## config.mk

```make
export PLATFORM = sky130hd
export DESIGN_NAME = aof_top
export DESIGN_NICKNAME = d
export VERILOG_FILES = /design/src/aof_pkg.sv /design/src/aof_smp_if.sv /design/src/aof_fmt.sv /design/src/aof_buf.sv /design/src/aof_top.sv
export SDC_FILE = /design/constraint.sdc
export NUM_CORES = 1
export LEC_CHECK = 0
export BUFFER_PORTS_ARGS = -buffer_cell sky130_fd_sc_hd__buf_2
export CAP_MARGIN = 20
export CORE_ASPECT_RATIO = 0.6
export CORE_MARGIN = 1
export CORE_UTILIZATION = 50
export DETAILED_ROUTE_END_ITERATION = 16
export PLACE_DENSITY = 0.79
export SYNTH_ARGS = -nofsm -noshare
export SYNTH_HDL_FRONTEND = slang
export SYNTH_SLANG_ARGS = --single-unit
```

## constraint.sdc

```tcl
create_clock -name ref_clk_in -period 3.2 [get_ports ref_clk_in]
set_input_delay 0 -clock ref_clk_in [delete_from_list [all_inputs] [get_ports ref_clk_in]]
set_output_delay 0 -clock ref_clk_in [all_outputs]
set_load 0.05 [all_outputs]
```

## src/aof_pkg.sv

```systemverilog
`default_nettype none
package aof_pkg;
   localparam int DATA_W = 10;
   localparam int HALF_W = DATA_W / 2;
   localparam int NUM_CORES = 2;
   localparam int CNT_W = 17;
   localparam int CLK_MHZ = 125;
   localparam int NAP_WAKE_NS = 1000;
   localparam int NAP_WAKE_CYC = (NAP_WAKE_NS * CLK_MHZ + 999) / 1000;
   localparam int SLEEP_WAKE_US = 1000;
   localparam int SLEEP_WAKE_CYC = SLEEP_WAKE_US * CLK_MHZ;
   localparam int DLL_RELOCK_US = 52;
   localparam int DLL_RELOCK_CYC = DLL_RELOCK_US * CLK_MHZ;
   localparam int CS_SETUP_US = 150;
   localparam int CS_SETUP_CYC = CS_SETUP_US * CLK_MHZ;
   localparam int CLK_STOP_NS = 2000;
   localparam int CLK_STOP_CYC = (CLK_STOP_NS * CLK_MHZ) / 1000;
   localparam int STRAP_SETTLE_CYC = 4;
   localparam int DDR_PHASE_CYC = 2;
   localparam int BUF_DEPTH = 2;
   // synchroniser bit positions
   localparam int IX_CS = 0;
   localparam int IX_CONV = 1;
   localparam int IX_OM = 2;
   localparam int IX_PS = 4;
   localparam int IX_CF = 6;
   localparam int SYN_W = 8;
   localparam logic [SYN_W-1:0] SYN_RST = 8'h01;
   typedef enum logic [1:0] {
      LVL_LOW = 2'b00, LVL_FLOAT = 2'b01, LVL_HIGH = 2'b10
   } aof_lvl_t;
   typedef enum logic [1:0] {
      FMT_OBIN = 2'b00, FMT_TWOS = 2'b01, FMT_GRAY = 2'b10
   } aof_fmt_t;
   typedef enum logic [1:0] {
      OM_CMOS = 2'b00, OM_LVDS3 = 2'b01, OM_LVDS2 = 2'b10
   } aof_omode_t;
   typedef enum logic [1:0] {
      PM_NORMAL = 2'b00, PM_SLEEP = 2'b01, PM_NAP = 2'b10
   } aof_pmode_t;
   typedef enum logic [1:0] {
      PS_RUN = 2'b00, PS_NAP = 2'b01, PS_SLEEP = 2'b10, PS_WAKE = 2'b11
   } aof_pstate_t;
   typedef enum logic [1:0] {
      SR_IDLE = 2'b00, SR_HI = 2'b01, SR_LO = 2'b10
   } aof_ser_t;
   // an unused strap code of 11 is read as floating
   function automatic aof_lvl_t lvl_fix(input logic [1:0] v);
      lvl_fix = (v == 2'b11) ? LVL_FLOAT : aof_lvl_t'(v);
   endfunction
endpackage
`default_nettype wire

```

## src/aof_smp_if.sv

```systemverilog
`timescale 1ns/1ps
`default_nettype none
interface aof_smp_if #(parameter int W = 10);
   logic valid;
   logic ready;
   logic [W-1:0] data;
   logic ovr;
   modport src (output valid, output data, output ovr, input ready);
   modport snk (input valid, input data, input ovr, output ready);
endinterface
`default_nettype wire

```

## src/aof_fmt.sv

```systemverilog
`timescale 1ns/1ps
`default_nettype none
module aof_fmt #(parameter int W = aof_pkg::DATA_W) (
   input wire logic clk_in, // core clock
   input wire logic rst_n_in, // async reset, low
   input wire logic take_in, // one pulse per sample
   input wire logic [W-1:0] raw_in, // offset binary sample
   input wire logic raw_ovr_in, // input above full scale
   input wire aof_pkg::aof_fmt_t fmt_in, // selected coding
   aof_smp_if.src smp // formatted word out
);
   import aof_pkg::*;
   logic vld_ff, nxt_vld, ovr_ff, nxt_ovr;
   logic [W-1:0] dat_ff, nxt_dat, sat;

   function automatic logic [W-1:0] code_of(input logic [W-1:0] b, input aof_fmt_t f);
      unique case (f)
         FMT_OBIN: code_of = b;
         FMT_TWOS: code_of = {~b[W-1], b[W-2:0]};
         FMT_GRAY: code_of = b ^ (b >> 1);
         default: code_of = b;
      endcase
   endfunction

   always_comb begin
      sat = raw_ovr_in ? {W{1'b1}} : raw_in;
      nxt_vld = vld_ff;
      nxt_dat = dat_ff;
      nxt_ovr = ovr_ff;
      if (vld_ff && smp.ready) begin
         nxt_vld = 1'b0;
      end
      // a word that finds the held word still waiting on a full buffer is dropped; ready is exported
      if (take_in && (!vld_ff || smp.ready)) begin
         nxt_vld = 1'b1;
         nxt_dat = code_of(sat, fmt_in);
         nxt_ovr = raw_ovr_in | (&raw_in);
      end
   end

   always_ff @(posedge clk_in or negedge rst_n_in) begin
      if (!rst_n_in) begin
         vld_ff <= 1'b0;
         dat_ff <= '0;
         ovr_ff <= 1'b0;
      end else begin
         vld_ff <= nxt_vld;
         dat_ff <= nxt_dat;
         ovr_ff <= nxt_ovr;
      end
   end

   assign smp.valid = vld_ff;
   assign smp.data = dat_ff;
   assign smp.ovr = ovr_ff;
endmodule // aof_fmt
`default_nettype wire

```

## src/aof_buf.sv

```systemverilog
`timescale 1ns/1ps
`default_nettype none
module aof_buf #(
   parameter int W = aof_pkg::DATA_W,
   parameter int DEPTH = aof_pkg::BUF_DEPTH
) (
   input wire logic clk_in, // core clock
   input wire logic rst_n_in, // async reset, low
   aof_smp_if.snk smp, // filling side
   output logic out_valid_out, // word available
   input wire logic out_ready_in, // drain side takes word
   output logic [W-1:0] out_data_out, // head word
   output logic out_ovr_out // head over-range flag
);
   import aof_pkg::*;
   localparam int AW = (DEPTH > 1) ? $clog2(DEPTH) : 1;
   localparam int CW = $clog2(DEPTH + 1);
   logic [W:0] mem_ff [DEPTH];
   logic [W:0] nxt_mem [DEPTH];
   logic [AW-1:0] wp_ff, nxt_wp, rp_ff, nxt_rp;
   logic [CW-1:0] cnt_ff, nxt_cnt;
   logic push, pop;

   function automatic logic [AW-1:0] inc(input logic [AW-1:0] p);
      inc = (p == AW'(DEPTH - 1)) ? '0 : p + 1'b1;
   endfunction

   assign smp.ready = (cnt_ff != CW'(DEPTH));
   assign out_valid_out = (cnt_ff != '0);
   assign push = smp.valid && smp.ready;
   assign pop = out_valid_out && out_ready_in;
   assign out_data_out = mem_ff[rp_ff][W-1:0];
   assign out_ovr_out = mem_ff[rp_ff][W];

   always_comb begin
      nxt_mem = mem_ff;
      nxt_wp = push ? inc(wp_ff) : wp_ff;
      nxt_rp = pop ? inc(rp_ff) : rp_ff;
      nxt_cnt = cnt_ff + CW'(push) - CW'(pop);
      if (push) begin
         nxt_mem[wp_ff] = {smp.ovr, smp.data};
      end
   end

   always_ff @(posedge clk_in or negedge rst_n_in) begin
      if (!rst_n_in) begin
         for (int i = 0; i < DEPTH; i++) begin
            mem_ff[i] <= '0;
         end
         wp_ff <= '0;
         rp_ff <= '0;
         cnt_ff <= '0;
      end else begin
         mem_ff <= nxt_mem;
         wp_ff <= nxt_wp;
         rp_ff <= nxt_rp;
         cnt_ff <= nxt_cnt;
      end
   end
endmodule // aof_buf
`default_nettype wire

```

## src/aof_top.sv

```systemverilog
// Overview of operation
// - samples leave on a parallel DDR bus in both LVDS and CMOS modes
// - output strap low CMOS, floating LVDS 3mA, high LVDS 2mA
// - a serial output mode setting overrides the output strap
// - over-range flag rises when the sample reaches positive full scale
// - over-range saturates the code at full scale, never wraps
// - over-range flag is updated once per sample
// - leaving nap returns to conversion in about 1us
// - leaving sleep takes about 1ms after the wake command
// - chip select low through sleep keeps settings alive, no 150us wait
// - data, output clock and flag float during nap or sleep
// - nap recovery stretches to DLL relock, up to 52us, if clock stopped
// - power strap after reset: low normal, floating sleep, high nap
// - serial power setting overrides strap, per selected core only
// - format strap low offset binary, floating twos complement, high Gray
// - a serial format setting overrides the format strap
// - offset binary spans zeros to ones; twos complement flips the top bit
// - Gray keeps the top bit, lower bits xor with the next bit up
`timescale 1ns/1ps
`default_nettype none
module aof_top #(
   parameter int NC = aof_pkg::NUM_CORES,
   parameter int P_SLEEP_WAKE = aof_pkg::SLEEP_WAKE_CYC,
   parameter int P_DLL_RELOCK = aof_pkg::DLL_RELOCK_CYC,
   parameter int P_CS_SETUP = aof_pkg::CS_SETUP_CYC
) (
   input wire logic ref_clk_in, // core clock 125 MHz
   input wire logic rst_n_in, // async reset, low
   input wire logic conv_clk_in, // conversion clock pin
   input wire logic [aof_pkg::DATA_W-1:0] raw_sample_in, // core sample
   input wire logic raw_ovr_in, // core above full scale
   input wire logic [1:0] output_drive_strap_in, // 3-level strap
   input wire logic [1:0] power_state_strap_in, // 3-level strap
   input wire logic [1:0] code_format_strap_in, // 3-level strap
   input wire logic chip_select_n_in, // serial select pin
   input wire logic spi_omode_wr_in, // output mode write
   input wire aof_pkg::aof_omode_t spi_omode_in, // output mode value
   input wire logic spi_fmt_wr_in, // format write
   input wire aof_pkg::aof_fmt_t spi_fmt_in, // format value
   input wire logic spi_pwr_wr_in, // power mode write
   input wire aof_pkg::aof_pmode_t spi_pwr_in, // power mode value
   input wire logic [NC-1:0] core_sel_in, // indexed core select
   input wire logic rx_ready_in, // receiver accepts words
   output logic [aof_pkg::HALF_W-1:0] ddr_data_out, // DDR data
   output logic ddr_data_oe_out, // data driven
   output logic output_clock_out, // DDR clock
   output logic output_clock_oe_out, // clock driven
   output logic ovr_flag_out, // over-range flag
   output logic ovr_flag_oe_out, // flag driven
   output logic lvds_mode_out, // 1 LVDS, 0 CMOS
   output logic lvds_low_drive_out, // 2mA drive
   output logic [NC-1:0] core_run_out, // core converting
   output logic spi_regs_ready_out, // settings accepted
   output logic smp_ready_out // buffer has room
);
   import aof_pkg::*;

   // pin synchronisers
   logic [SYN_W-1:0] pin_vec, sy1_ff, sy2_ff, sy3_ff, flt_ff, nxt_flt;
   logic conv_prev_ff, conv_rise, cs_n;

   assign pin_vec = {code_format_strap_in, power_state_strap_in,
                     output_drive_strap_in, conv_clk_in, chip_select_n_in};

   always_comb begin
      for (int i = 0; i < SYN_W; i++) begin
         nxt_flt[i] = (sy2_ff[i] == sy3_ff[i]) ? sy3_ff[i] : flt_ff[i];
      end
   end

   always_ff @(posedge ref_clk_in or negedge rst_n_in) begin
      if (!rst_n_in) begin
         sy1_ff <= SYN_RST;
         sy2_ff <= SYN_RST;
         sy3_ff <= SYN_RST;
         flt_ff <= SYN_RST;
         conv_prev_ff <= 1'b0;
      end else begin
         sy1_ff <= pin_vec;
         sy2_ff <= sy1_ff;
         sy3_ff <= sy2_ff;
         flt_ff <= nxt_flt;
         conv_prev_ff <= flt_ff[IX_CONV];
      end
   end

   assign conv_rise = flt_ff[IX_CONV] & ~conv_prev_ff;
   assign cs_n = flt_ff[IX_CS];

   // strap capture, once after reset release
   logic [2:0] st_cnt_ff, nxt_st_cnt;
   logic st_done_ff, nxt_st_done;
   aof_lvl_t om_lat_ff, nxt_om_lat, ps_lat_ff, nxt_ps_lat, cf_lat_ff, nxt_cf_lat;

   always_comb begin
      nxt_st_cnt = st_cnt_ff;
      nxt_st_done = st_done_ff;
      nxt_om_lat = om_lat_ff;
      nxt_ps_lat = ps_lat_ff;
      nxt_cf_lat = cf_lat_ff;
      if (!st_done_ff) begin
         nxt_st_cnt = st_cnt_ff + 3'h1;
         // filter output only holds the pins from the fourth count on, so capture waits one edge more
         if (st_cnt_ff == 3'(STRAP_SETTLE_CYC)) begin
            nxt_st_done = 1'b1;
            nxt_om_lat = lvl_fix(flt_ff[IX_OM +: 2]);
            nxt_ps_lat = lvl_fix(flt_ff[IX_PS +: 2]);
            nxt_cf_lat = lvl_fix(flt_ff[IX_CF +: 2]);
         end
      end
   end

   always_ff @(posedge ref_clk_in or negedge rst_n_in) begin
      if (!rst_n_in) begin
         st_cnt_ff <= '0;
         st_done_ff <= 1'b0;
         om_lat_ff <= LVL_LOW;
         ps_lat_ff <= LVL_LOW;
         cf_lat_ff <= LVL_LOW;
      end else begin
         st_cnt_ff <= nxt_st_cnt;
         st_done_ff <= nxt_st_done;
         om_lat_ff <= nxt_om_lat;
         ps_lat_ff <= nxt_ps_lat;
         cf_lat_ff <= nxt_cf_lat;
      end
   end

   // serial overrides; ignored while the settings are unpowered
   logic regs_ok_ff, nxt_regs_ok;
   logic [CNT_W-1:0] cs_cnt_ff, nxt_cs_cnt;
   logic om_ovr_ff, nxt_om_ovr, cf_ovr_ff, nxt_cf_ovr;
   aof_omode_t om_spi_ff, nxt_om_spi, eff_om;
   aof_fmt_t cf_spi_ff, nxt_cf_spi, eff_cf;
   logic [NC-1:0] pw_ovr_ff, nxt_pw_ovr;
   aof_pmode_t pw_spi_ff [NC];
   aof_pmode_t nxt_pw_spi [NC];
   aof_pmode_t tgt [NC];

   always_comb begin
      nxt_om_ovr = om_ovr_ff;
      nxt_om_spi = om_spi_ff;
      nxt_cf_ovr = cf_ovr_ff;
      nxt_cf_spi = cf_spi_ff;
      nxt_pw_ovr = pw_ovr_ff;
      nxt_pw_spi = pw_spi_ff;
      if (regs_ok_ff && spi_omode_wr_in) begin
         nxt_om_ovr = 1'b1;
         nxt_om_spi = spi_omode_in;
      end
      if (regs_ok_ff && spi_fmt_wr_in) begin
         nxt_cf_ovr = 1'b1;
         nxt_cf_spi = spi_fmt_in;
      end
      for (int c = 0; c < NC; c++) begin
         if (regs_ok_ff && spi_pwr_wr_in && core_sel_in[c]) begin
            nxt_pw_ovr[c] = 1'b1;
            nxt_pw_spi[c] = spi_pwr_in;
         end
      end
   end

   always_ff @(posedge ref_clk_in or negedge rst_n_in) begin
      if (!rst_n_in) begin
         om_ovr_ff <= 1'b0;
         om_spi_ff <= OM_CMOS;
         cf_ovr_ff <= 1'b0;
         cf_spi_ff <= FMT_OBIN;
         pw_ovr_ff <= '0;
         for (int c = 0; c < NC; c++) begin
            pw_spi_ff[c] <= PM_NORMAL;
         end
      end else begin
         om_ovr_ff <= nxt_om_ovr;
         om_spi_ff <= nxt_om_spi;
         cf_ovr_ff <= nxt_cf_ovr;
         cf_spi_ff <= nxt_cf_spi;
         pw_ovr_ff <= nxt_pw_ovr;
         pw_spi_ff <= nxt_pw_spi;
      end
   end

   assign eff_om = om_ovr_ff ? om_spi_ff : aof_omode_t'(om_lat_ff);
   assign eff_cf = cf_ovr_ff ? cf_spi_ff : aof_fmt_t'(cf_lat_ff);

   always_comb begin
      for (int c = 0; c < NC; c++) begin
         // the strap acts on every core alike
         tgt[c] = pw_ovr_ff[c] ? pw_spi_ff[c] : aof_pmode_t'(ps_lat_ff);
      end
   end

   // conversion clock watchdog for DLL relock
   logic [CNT_W-1:0] stop_cnt_ff, nxt_stop_cnt;
   logic lost_ff, nxt_lost, clk_stop, any_nap, all_run, all_sleep;
   aof_pstate_t pst_ff [NC];
   aof_pstate_t nxt_pst [NC];
   logic [CNT_W-1:0] wcnt_ff [NC];
   logic [CNT_W-1:0] nxt_wcnt [NC];

   assign clk_stop = (stop_cnt_ff == CNT_W'(CLK_STOP_CYC));

   always_comb begin
      any_nap = 1'b0;
      all_run = st_done_ff;
      all_sleep = 1'b1;
      for (int c = 0; c < NC; c++) begin
         any_nap = any_nap | (pst_ff[c] == PS_NAP);
         all_run = all_run & (pst_ff[c] == PS_RUN);
         all_sleep = all_sleep & (pst_ff[c] == PS_SLEEP);
      end
      nxt_stop_cnt = stop_cnt_ff;
      if (conv_rise) begin
         nxt_stop_cnt = '0;
      end else if (!clk_stop) begin
         nxt_stop_cnt = stop_cnt_ff + 1'b1;
      end
      // set wins over clear
      nxt_lost = lost_ff;
      if (all_run) begin
         nxt_lost = 1'b0;
      end
      if (any_nap && clk_stop) begin
         nxt_lost = 1'b1;
      end
   end

   // per-core power state machines
   always_comb begin
      for (int c = 0; c < NC; c++) begin
         nxt_pst[c] = pst_ff[c];
         nxt_wcnt[c] = wcnt_ff[c];
         if (st_done_ff) begin
            unique case (pst_ff[c])
               PS_RUN: begin
                  if (tgt[c] == PM_NAP) nxt_pst[c] = PS_NAP;
                  if (tgt[c] == PM_SLEEP) nxt_pst[c] = PS_SLEEP;
               end
               PS_NAP: begin
                  if (tgt[c] == PM_SLEEP) begin
                     nxt_pst[c] = PS_SLEEP;
                  end else if (tgt[c] == PM_NORMAL) begin
                     nxt_pst[c] = PS_WAKE;
                     nxt_wcnt[c] = (lost_ff || clk_stop) ? CNT_W'(P_DLL_RELOCK)
                                                         : CNT_W'(NAP_WAKE_CYC);
                  end
               end
               PS_SLEEP: begin
                  if (tgt[c] == PM_NAP) begin
                     nxt_pst[c] = PS_NAP;
                  end else if (tgt[c] == PM_NORMAL) begin
                     nxt_pst[c] = PS_WAKE;
                     nxt_wcnt[c] = CNT_W'(P_SLEEP_WAKE);
                  end
               end
               PS_WAKE: begin
                  if (tgt[c] == PM_NAP) begin
                     nxt_pst[c] = PS_NAP;
                  end else if (tgt[c] == PM_SLEEP) begin
                     nxt_pst[c] = PS_SLEEP;
                  end else if (wcnt_ff[c] <= CNT_W'(1)) begin
                     nxt_pst[c] = PS_RUN;
                  end else begin
                     nxt_wcnt[c] = wcnt_ff[c] - 1'b1;
                  end
               end
            endcase
         end
      end
   end

   // settings lose power in full sleep with select high
   always_comb begin
      nxt_regs_ok = regs_ok_ff;
      nxt_cs_cnt = cs_cnt_ff;
      if (all_sleep && cs_n) begin
         nxt_regs_ok = 1'b0;
         nxt_cs_cnt = '0;
      end else if (!regs_ok_ff) begin
         if (!all_sleep || cs_cnt_ff == CNT_W'(P_CS_SETUP - 1)) begin
            nxt_regs_ok = 1'b1;
         end else begin
            nxt_cs_cnt = cs_cnt_ff + 1'b1;
         end
      end
   end

   always_ff @(posedge ref_clk_in or negedge rst_n_in) begin
      if (!rst_n_in) begin
         stop_cnt_ff <= '0;
         lost_ff <= 1'b0;
         regs_ok_ff <= 1'b1;
         cs_cnt_ff <= '0;
         for (int c = 0; c < NC; c++) begin
            pst_ff[c] <= PS_NAP;
            wcnt_ff[c] <= '0;
         end
      end else begin
         stop_cnt_ff <= nxt_stop_cnt;
         lost_ff <= nxt_lost;
         regs_ok_ff <= nxt_regs_ok;
         cs_cnt_ff <= nxt_cs_cnt;
         pst_ff <= nxt_pst;
         wcnt_ff <= nxt_wcnt;
      end
   end

   // sample path: format, then a two-word buffer
   aof_smp_if #(.W(DATA_W)) smp_bus ();
   logic buf_vld, buf_rdy, buf_ovr;
   logic [DATA_W-1:0] buf_dat;

   aof_fmt #(.W(DATA_W)) u_fmt (
      .clk_in(ref_clk_in),
      .rst_n_in(rst_n_in),
      .take_in(conv_rise && all_run),
      .raw_in(raw_sample_in),
      .raw_ovr_in(raw_ovr_in),
      .fmt_in(eff_cf),
      .smp(smp_bus)
   );

   aof_buf #(.W(DATA_W), .DEPTH(BUF_DEPTH)) u_buf (
      .clk_in(ref_clk_in),
      .rst_n_in(rst_n_in),
      .smp(smp_bus),
      .out_valid_out(buf_vld),
      .out_ready_in(buf_rdy),
      .out_data_out(buf_dat),
      .out_ovr_out(buf_ovr)
   );

   // DDR serialiser: upper half with clock high, lower half with clock low
   aof_ser_t ser_ff, nxt_ser;
   logic [1:0] ph_ff, nxt_ph;
   logic [HALF_W-1:0] lo_ff, nxt_lo, ddr_ff, nxt_ddr;
   logic oclk_ff, nxt_oclk, flag_ff, nxt_flag, ph_last;

   assign ph_last = (ph_ff == 2'(DDR_PHASE_CYC - 1));
   assign buf_rdy = rx_ready_in && (ser_ff == SR_IDLE || (ser_ff == SR_LO && ph_last));

   always_comb begin
      nxt_ser = ser_ff;
      nxt_ph = ph_last ? 2'h0 : ph_ff + 2'h1;
      nxt_lo = lo_ff;
      nxt_ddr = ddr_ff;
      nxt_oclk = oclk_ff;
      nxt_flag = flag_ff;
      unique case (ser_ff)
         SR_IDLE: nxt_ph = 2'h0;
         SR_HI: begin
            if (ph_last) begin
               nxt_ser = SR_LO;
               nxt_ddr = lo_ff;
               nxt_oclk = 1'b0;
            end
         end
         SR_LO: begin
            if (ph_last) nxt_ser = SR_IDLE;
         end
         default: nxt_ser = SR_IDLE;
      endcase
      if (buf_vld && buf_rdy) begin
         nxt_ser = SR_HI;
         nxt_ph = 2'h0;
         nxt_ddr = buf_dat[DATA_W-1:HALF_W];
         nxt_lo = buf_dat[HALF_W-1:0];
         nxt_oclk = 1'b1;
         nxt_flag = buf_ovr;
      end
   end

   always_ff @(posedge ref_clk_in or negedge rst_n_in) begin
      if (!rst_n_in) begin
         ser_ff <= SR_IDLE;
         ph_ff <= '0;
         lo_ff <= '0;
         ddr_ff <= '0;
         oclk_ff <= 1'b0;
         flag_ff <= 1'b0;
      end else begin
         ser_ff <= nxt_ser;
         ph_ff <= nxt_ph;
         lo_ff <= nxt_lo;
         ddr_ff <= nxt_ddr;
         oclk_ff <= nxt_oclk;
         flag_ff <= nxt_flag;
      end
   end

   assign ddr_data_out = ddr_ff;
   assign output_clock_out = oclk_ff;
   assign ovr_flag_out = flag_ff;
   assign ddr_data_oe_out = all_run;
   assign output_clock_oe_out = all_run;
   assign ovr_flag_oe_out = all_run;
   assign lvds_mode_out = (eff_om != OM_CMOS);
   assign lvds_low_drive_out = (eff_om == OM_LVDS2);
   assign spi_regs_ready_out = regs_ok_ff;
   assign smp_ready_out = smp_bus.ready;

   always_comb begin
      for (int c = 0; c < NC; c++) begin
         core_run_out[c] = (pst_ff[c] == PS_RUN);
      end
   end
endmodule // aof_top
`default_nettype wire

```

==> results of run 1 <==
[flip-flops by register name, summed over array words and instances, names as in the netlist, 3 cells and up]
signal          cells
cs_cnt_ff          17
wcnt_ff            34
flt_ff              8
u_fmt.smp.data     10
pw_spi_ff           4
sy1_ff              8
ddr_data_out        5
u_buf.mem_ff       22
sy3_ff              8
st_cnt_ff           3
lo_ff               5
sy2_ff              8
stop_cnt_ff        17
pst_ff              4
[metrics by stage]
stage               cell area [µm²]  hold slack, ns  worst slack (ns)
floorplan                      8850          -0.296             0.600
global placement               9330           0.105             0.523
detailed placement             9330           0.108             0.355
CTS                           10200        0.000727             0.337
global route                  10200          0.0168            0.0696
finish                        10200         0.00315             0.293
[final timing paths]
path	cells after the start	start	endpoint	slack, ns
max	9	pw_ovr_ff[1]	wcnt_ff[4]	0.29
min	3	spi_pwr_wr_in	pw_spi_ff[0]	0.003
max reg2reg	9	pw_ovr_ff[1]	wcnt_ff[4]	0.29
min reg2reg	0	sy1_ff[1]	sy2_ff[1]	0.35
max in group asynchronous	3	rst_n_in	pst_ff[2]	2.16
min in group asynchronous	2	rst_n_in	stop_cnt_ff[4]	0.19
[metal layers]
metal | GRT usage [%] | part of all wire [%] | vias up
met4 | 5.51 | 0.68 | 0
li1 | - | - | 3175
met3 | 3.71 | 5.0 | 13
met5 | 0 | 0 | -
met1 | 31.6 | 52 | 3200
met2 | 30.5 | 43 | 194
[final cells by class]
type	count	share of cell area (%)
well taps	234	2.88
repair buffers	84	5.89
multi-input cells	617	39.4
inverters	29	1.07
clock inverters	14	1.49
clock buffers	18	4.22
flip-flops and latches	183	45.1
[cells by family after synthesis]
kind of cell               Yosys count
muxes                               59
adders and majority gates           30
buffers and inverters               61
AOI/OAI and AO/OA                  146
DFF                                183
and+or+nand+nor                    341
xor gates and xnor gates            41
[cells in the final DEF (no fill, tap or decap), drive strengths merged, types with 7 or more instances in the layout]
| master | Yosys | final |
|---|---|---|
| mux2i | 22 | 22 |
| mux2 | 37 | 37 |
| a211oi | 7 | 7 |
| nor4b | 7 | 7 |
| dfstp | 7 | 7 |
| and3 | 21 | 21 |
| xnor2 | 19 | 19 |
| nand3 | 31 | 31 |
| nand2 | 71 | 71 |
| inv | 29 | 38 |
| dfrtp | 176 | 176 |
| o22a | 10 | 10 |
| ha | 22 | 22 |
| xor2 | 22 | 22 |
| dlygate4sd3 | 0 | 27 |
| nor2 | 108 | 108 |
| o21ai | 40 | 40 |
| o31ai | 7 | 7 |
| clkbuf | 21 | 19 |
| nor3 | 28 | 28 |
| or3 | 7 | 7 |
| nor4 | 11 | 11 |
| nand2b | 16 | 16 |
| maj3 | 8 | 8 |
| nand4 | 11 | 11 |
| a21oi | 37 | 37 |
| buf | 11 | 56 |
| and2 | 10 | 10 |
[worst max-delay path, stage by stage (launching register included)]
cell      delay (ns)
dfrtp_1         0.40
mux2i_1         0.38
inv_1           0.12
ha_1            0.21
and2b_1         0.27
o21ai_1         0.10
a211o_1         0.50
nor2_1          0.43
nand2_1         0.11
o311ai_1        0.26
[power by group through the flow]
stage	Sequential [µW]	Clock, µW	Combinational [µW]
final	3470	2060	2570
after global placement	3460	0	2430
after global routing	3550	2190	2860
after CTS	3450	2100	2560
after floorplan	3380	0	1940
after detailed placement	3490	0	2520
[timing repair]
item | CTS | global route
endpoints found under the setup margin | 0 | 0
hold buffers | 27 | 0
gates resized for setup | 0 | 0
setup buffers | 0 | 0
hold endpoints to repair | 108 | 0
==> impl_metrics.csv, run 1 <==
group,metric,value,unit
layout,area_growth,15.0,%
sta,finalCriticalPeriod,2.91,ns
clocking,numCtsBuffers,17,
layout,layout-drive-gt1-share,15.1,%
global_route,grt_pass1_wl,30.9,mm
floorplan,rows,37,
clocking,cts_max_level,4,
sta,worstMarginPinSlew,0.911,ns
yosys,ys_top_cells_by_count,"dfrtp_1 (176), nor2_1 (107), nand2_1 (71)",
yosys,syn_nets,916,
yosys,ys_async_sr_fraction,100,%
yosys,synthTopCellsByArea,"dfrtp_1 (50%), mux2_2 (4.7%), nor2_1 (4.5%), ha_1 (3.1%), nand2_1 (3.0%)",
sta,tns,0,ns
global_route,overflow,0,
floorplan,fp.dieH,105,µm
global_route,grt_pass1_vias,6319,
yosys,ys_types,69,
layout,finalNonFillerCells,1179,
floorplan,design.die.area,18300,µm²
detailed_routing,via_per_inst,5.58,
yosys,synth_most_common_cell,"dfrtp_1",
sta,finalHoldViolCount,0,
yosys,ys_seq_area_share,51.8,%
detailed_routing,drt_iter0_markers,592,
yosys,synth_top_area_share,49.8,%
pwr,powerDensity,795,nW/µm²
yosys,synth-compound-area-share,10.8,%
detailed_routing,final_antenna_net_count,0,
clocking,clock-root-buffer,"clkbuf_16",
sta,finalSetupViolCount,0,
worst_setup_path,worstSetupStartpointType,"flip-flop",
worst_setup_path,cp-end-kind,"flip-flop",
place,dp.cells,1120,
yosys,syn_inst,861,
yosys,ys_ff_latch,183,
yosys,synth_ff_type,"dfrtp_1",
yosys,synth-adder-area-share,4.01,%
yosys,synth-edff-count,0,
detailed_routing,dr.pass1.iters,5,
layout,seq_area,4590,µm²
pwr,power_switching_share,38.8,%
yosys,yosys.area_share.simple,19.2,%
sta,finClkSkew,0.0135,ns
layout,final_nets,987,
sta,slew_viol_final,0,
clocking,clock_path_buffers,2,
pwr,seq_power_share,42.8,%
yosys,yosys_warnings,0,
yosys,muxShareOfSynthArea,7.20,%
worst_hold_path,hold_class,"input port to flip-flop",
floorplan,core_area,17200,µm²
clocking,worstSkewPairLatency,0.43,ns
status,status,"completed",
worst_setup_path,crit_arrival,3.22,ns
worst_setup_path,worstSetupPathType,"flip-flop to flip-flop",
pwr,p_clk_share,25.5,%
yosys,synth_top_area_cell,"dfrtp_1",
floorplan,ioPinCount,49,
sta,relSlewSlack,39.1,%
pwr,switching_power,3140,µW
floorplan,dieWidth,174,µm
place,gp_congestion,0.912,
layout,num-fill-cells,1437,
global_route,gr-usage-all-layers,20.8,%
layout,final_util,59.1,%
worst_setup_path,cp_max_fo,11,
sta,grt_setup_unrepaired,"no",
layout,multiInputGateArea,4010,µm²
yosys,netlist_area,8850,µm²
clocking,clkTransAtPathRegs,0.08,ns
yosys,synth_top_family_by_area,"simple AND/OR/NAND/NOR gates",
yosys,synth_xor_area_share,4.06,%
detailed_routing,drt-wirelength-per-cell,15.2,µm
sta,fmaxAchievable,0.344,GHz
pwr,p_leak,0.00460,µW
layout,num_antenna_cells,0,
sta,layout_worst_path_cycle_share,90.9,%
floorplan,start_util,51.4,%
clocking,tritoncts,"done",
pwr,total_power,8090,µW
global_route,antenna_found_initial,0,
clocking,numClockSinks,183,
place,dpl.hpwl,12.3,mm
worst_setup_path,critical_path_required,3.51,ns
global_route,grt_max_degree,91,
pwr,intPower,4960,µW
detailed_routing,drcViolationCount,0,
place,io_buffers,48,
yosys,avgSynthCellArea,10.3,µm²
detailed_routing,wirelength,18.0,mm
detailed_routing,via_count,6582,
run,cap_violations,0,
pwr,ir_drop,0.483,mV
pwr,pwr-share-comb,31.7,%
(Power assumes the default switching activity.)
==> run 2: changes to the inputs <==
--- a/config.mk
+++ b/config.mk
@@ -11,6 +11,7 @@
 export CORE_MARGIN = 1
 export CORE_UTILIZATION = 50
 export DETAILED_ROUTE_END_ITERATION = 16
+export HOLD_SLACK_MARGIN = 0.05
 export PLACE_DENSITY = 0.79
 export SYNTH_ARGS = -nofsm -noshare
 export SYNTH_HDL_FRONTEND = slang
==> run 2 against run 1 <==
  * Global-route usage up 0.065 points
  * Cell count up 0.59%
  * Wire length rose by 0.66%
  * Total power rose by 0.14%
  * Non-clock buffer count rose by 7
  * First-iteration DRC count increased by 17%
  * Via count rose by 0.55%
  * Final area is 0.69% higher
  * Sequential power is essentially flat
  * Worst setup slack better by 0.024 ns
  * Clock skew barely moved
  * Register-to-register slack improved by 0.02 ns
  * Critical path type unchanged
  * Largest power group unchanged
==> impl_metrics.csv, run 2 (synthesized netlist as in run 1, its figures left out) <==
group,metric,value,unit
status,status,"completed",
clocking,post_cts_buffers,0,
pwr,powerDensity,791,nW/µm²
layout,layout-drive-gt1-share,15.0,%
sta,finalSetupViolCount,0,
detailed_routing,drt_iter0_markers,693,
sta,finalHoldViolCount,0,
layout,top_register,"wcnt_ff",
floorplan,start_util,51.4,%
clocking,clkTransAtPathRegs,0.08,ns
worst_setup_path,slowest_stage,"a211o_1",
layout,largest_register_ffs,34,
pwr,ir_drop,0.484,mV
detailed_routing,drcViolationCount,0,
place,gp_congestion,0.912,
layout,area_growth,15.8,%
layout,final_nets,994,
clocking,ctsResizeCount,0,
global_route,grt_max_degree,91,
worst_setup_path,crit_arrival,3.20,ns
floorplan,dieWidth,174,µm
global_route,overflow,0,
sta,slew_viol_final,0,
sta,grt_setup_unrepaired,"no",
detailed_routing,dr.pass1.iters,7,
worst_setup_path,worstSetupPathType,"flip-flop to flip-flop",
detailed_routing,drt-wirelength-per-cell,15.3,µm
worst_hold_path,hold_class,"input port to flip-flop",
place,io_buffers,48,
clocking,tritoncts,"done",
sta,worstMarginPinSlew,0.910,ns
detailed_routing,via_per_inst,5.58,
sta,finClkSkew,0.0139,ns
run,cap_violations,0,
worst_setup_path,worstSetupStartpointType,"flip-flop",
layout,num-fill-cells,1426,
place,placed_cell_area,9330,µm²
floorplan,ioPinCount,49,
floorplan,rows,37,
floorplan,fp.dieH,105,µm
layout,num_antenna_cells,0,
worst_setup_path,critical_path_required,3.51,ns
worst_setup_path,cp-end-kind,"flip-flop",
detailed_routing,wirelength,18.1,mm
layout,final_util,59.5,%
clocking,numClockSinks,183,
pwr,p_leak,0.00463,µW
sta,tns,0,ns
layout,finish.instance_area,10200,µm²
worst_setup_path,cp_top_family,"compound AO/OA/AOI/OAI gates",
sta,layout_worst_path_cycle_share,90.1,%
clocking,numCtsBuffers,17,
global_route,grt_pass1_wl,31.0,mm
clocking,cts_max_level,4,
sta,finalCriticalPeriod,2.88,ns
worst_setup_path,cp_max_fo,11,
clocking,clock_path_buffers,2,
layout,mostFrequentLayoutCells,"dfrtp_1 (176), nor2_1 (107), nand2_1 (71)",
worst_setup_path,cp_slowest_stage_delay,0.50,ns
sta,relSlewSlack,39.1,%
floorplan,design.die.area,18300,µm²
detailed_routing,final_antenna_net_count,0,
sta,fmaxAchievable,0.347,GHz
worst_setup_path,path_cells,"mux2i_1, inv_1, ha_1, and2b_1, o21ai_1, a211o_1, nor2_1, nand2_1, o311ai_1",
sta,holdWs,0.0600,ns
clocking,postCtsHoldBufs,34,
layout,reg.largest.list,"wcnt_ff (34), u_buf.mem_ff (22)",
place,dpl.hpwl,12.3,mm
floorplan,core_area,17200,µm²
layout,layout_commonest_cell,"dfrtp_1",
clocking,clock-root-buffer,"clkbuf_16",
pwr,total_power,8110,µW
worst_setup_path,r2r_setup_slack,0.32,ns
global_route,grt_pass1_vias,6358,
detailed_routing,via_count,6618,
worst_setup_path,crit_buf_inv,1,
global_route,antenna_found_initial,0,
clocking,worstSkewPairLatency,0.43,ns
global_route,gr-usage-all-layers,20.9,%
==> run 2: cell types whose count changed in the layout (fill, tap and decap cells not counted), sizes merged <==
| cell | before | now |
|---|---|---|
| dlygate4sd3 | 27 | 34 |
==> run 2: layout make-up <==
cell class / count / area, µm² / area share, %
Clock buffer: 18 / 429 / 4.19
Clock inverter: 14 / 151 / 1.48
Inverter: 29 / 109 / 1.06
Multi-Input combinational cell: 617 / 4010 / 39.1
Sequential cell: 183 / 4590 / 44.8
Tap cell: 234 / 293 / 2.86
Timing Repair Buffer: 91 / 669 / 6.53
==> run 2: per-layer routing <==
layer	part of all wire, %	up-vias	GRT usage (%)
li1	-	3199	-
met1	52	3216	31.7
met2	43	192	30.6
met3	5.1	11	3.78
met4	0.68	0	5.64
met5	0	-	0
==> run 2: final timing paths <==
kind / endpoint / startpoint / depth (start not counted)
min in group asynchronous: stop_cnt_ff[4] / rst_n_in / 2
worst max register to register: wcnt_ff[4] / pw_ovr_ff[1] / 9
worst min-delay path: u_fmt.smp.data[6] / raw_sample_in[6] / 4
worst max-delay path: wcnt_ff[4] / pw_ovr_ff[1] / 9
max in group asynchronous: pst_ff[2] / rst_n_in / 3
worst min register to register: sy2_ff[1] / sy1_ff[1] / 0
==> run 2: stage by stage <==
stage	std cells	setup WS, ns
global placement	1120	0.523
floorplan	861	0.600
detailed placement	1120	0.355
global route	1186	0.0699
finish	1186	0.317
CTS	1186	0.337
==> run 2: where the power goes <==
group          internal [µW]  switching [µW]
Clock                   1050            1010
Sequential              2870             596
Combinational           1050            1540
==> run 2: worst reg2reg max path: stages, from the launching register on <==
cell	delay, ns
dfrtp_1	0.40
mux2i_1	0.38
inv_1	0.12
ha_1	0.21
and2b_1	0.27
o21ai_1	0.09
a211o_1	0.50
nor2_1	0.43
nand2_1	0.11
o311ai_1	0.26
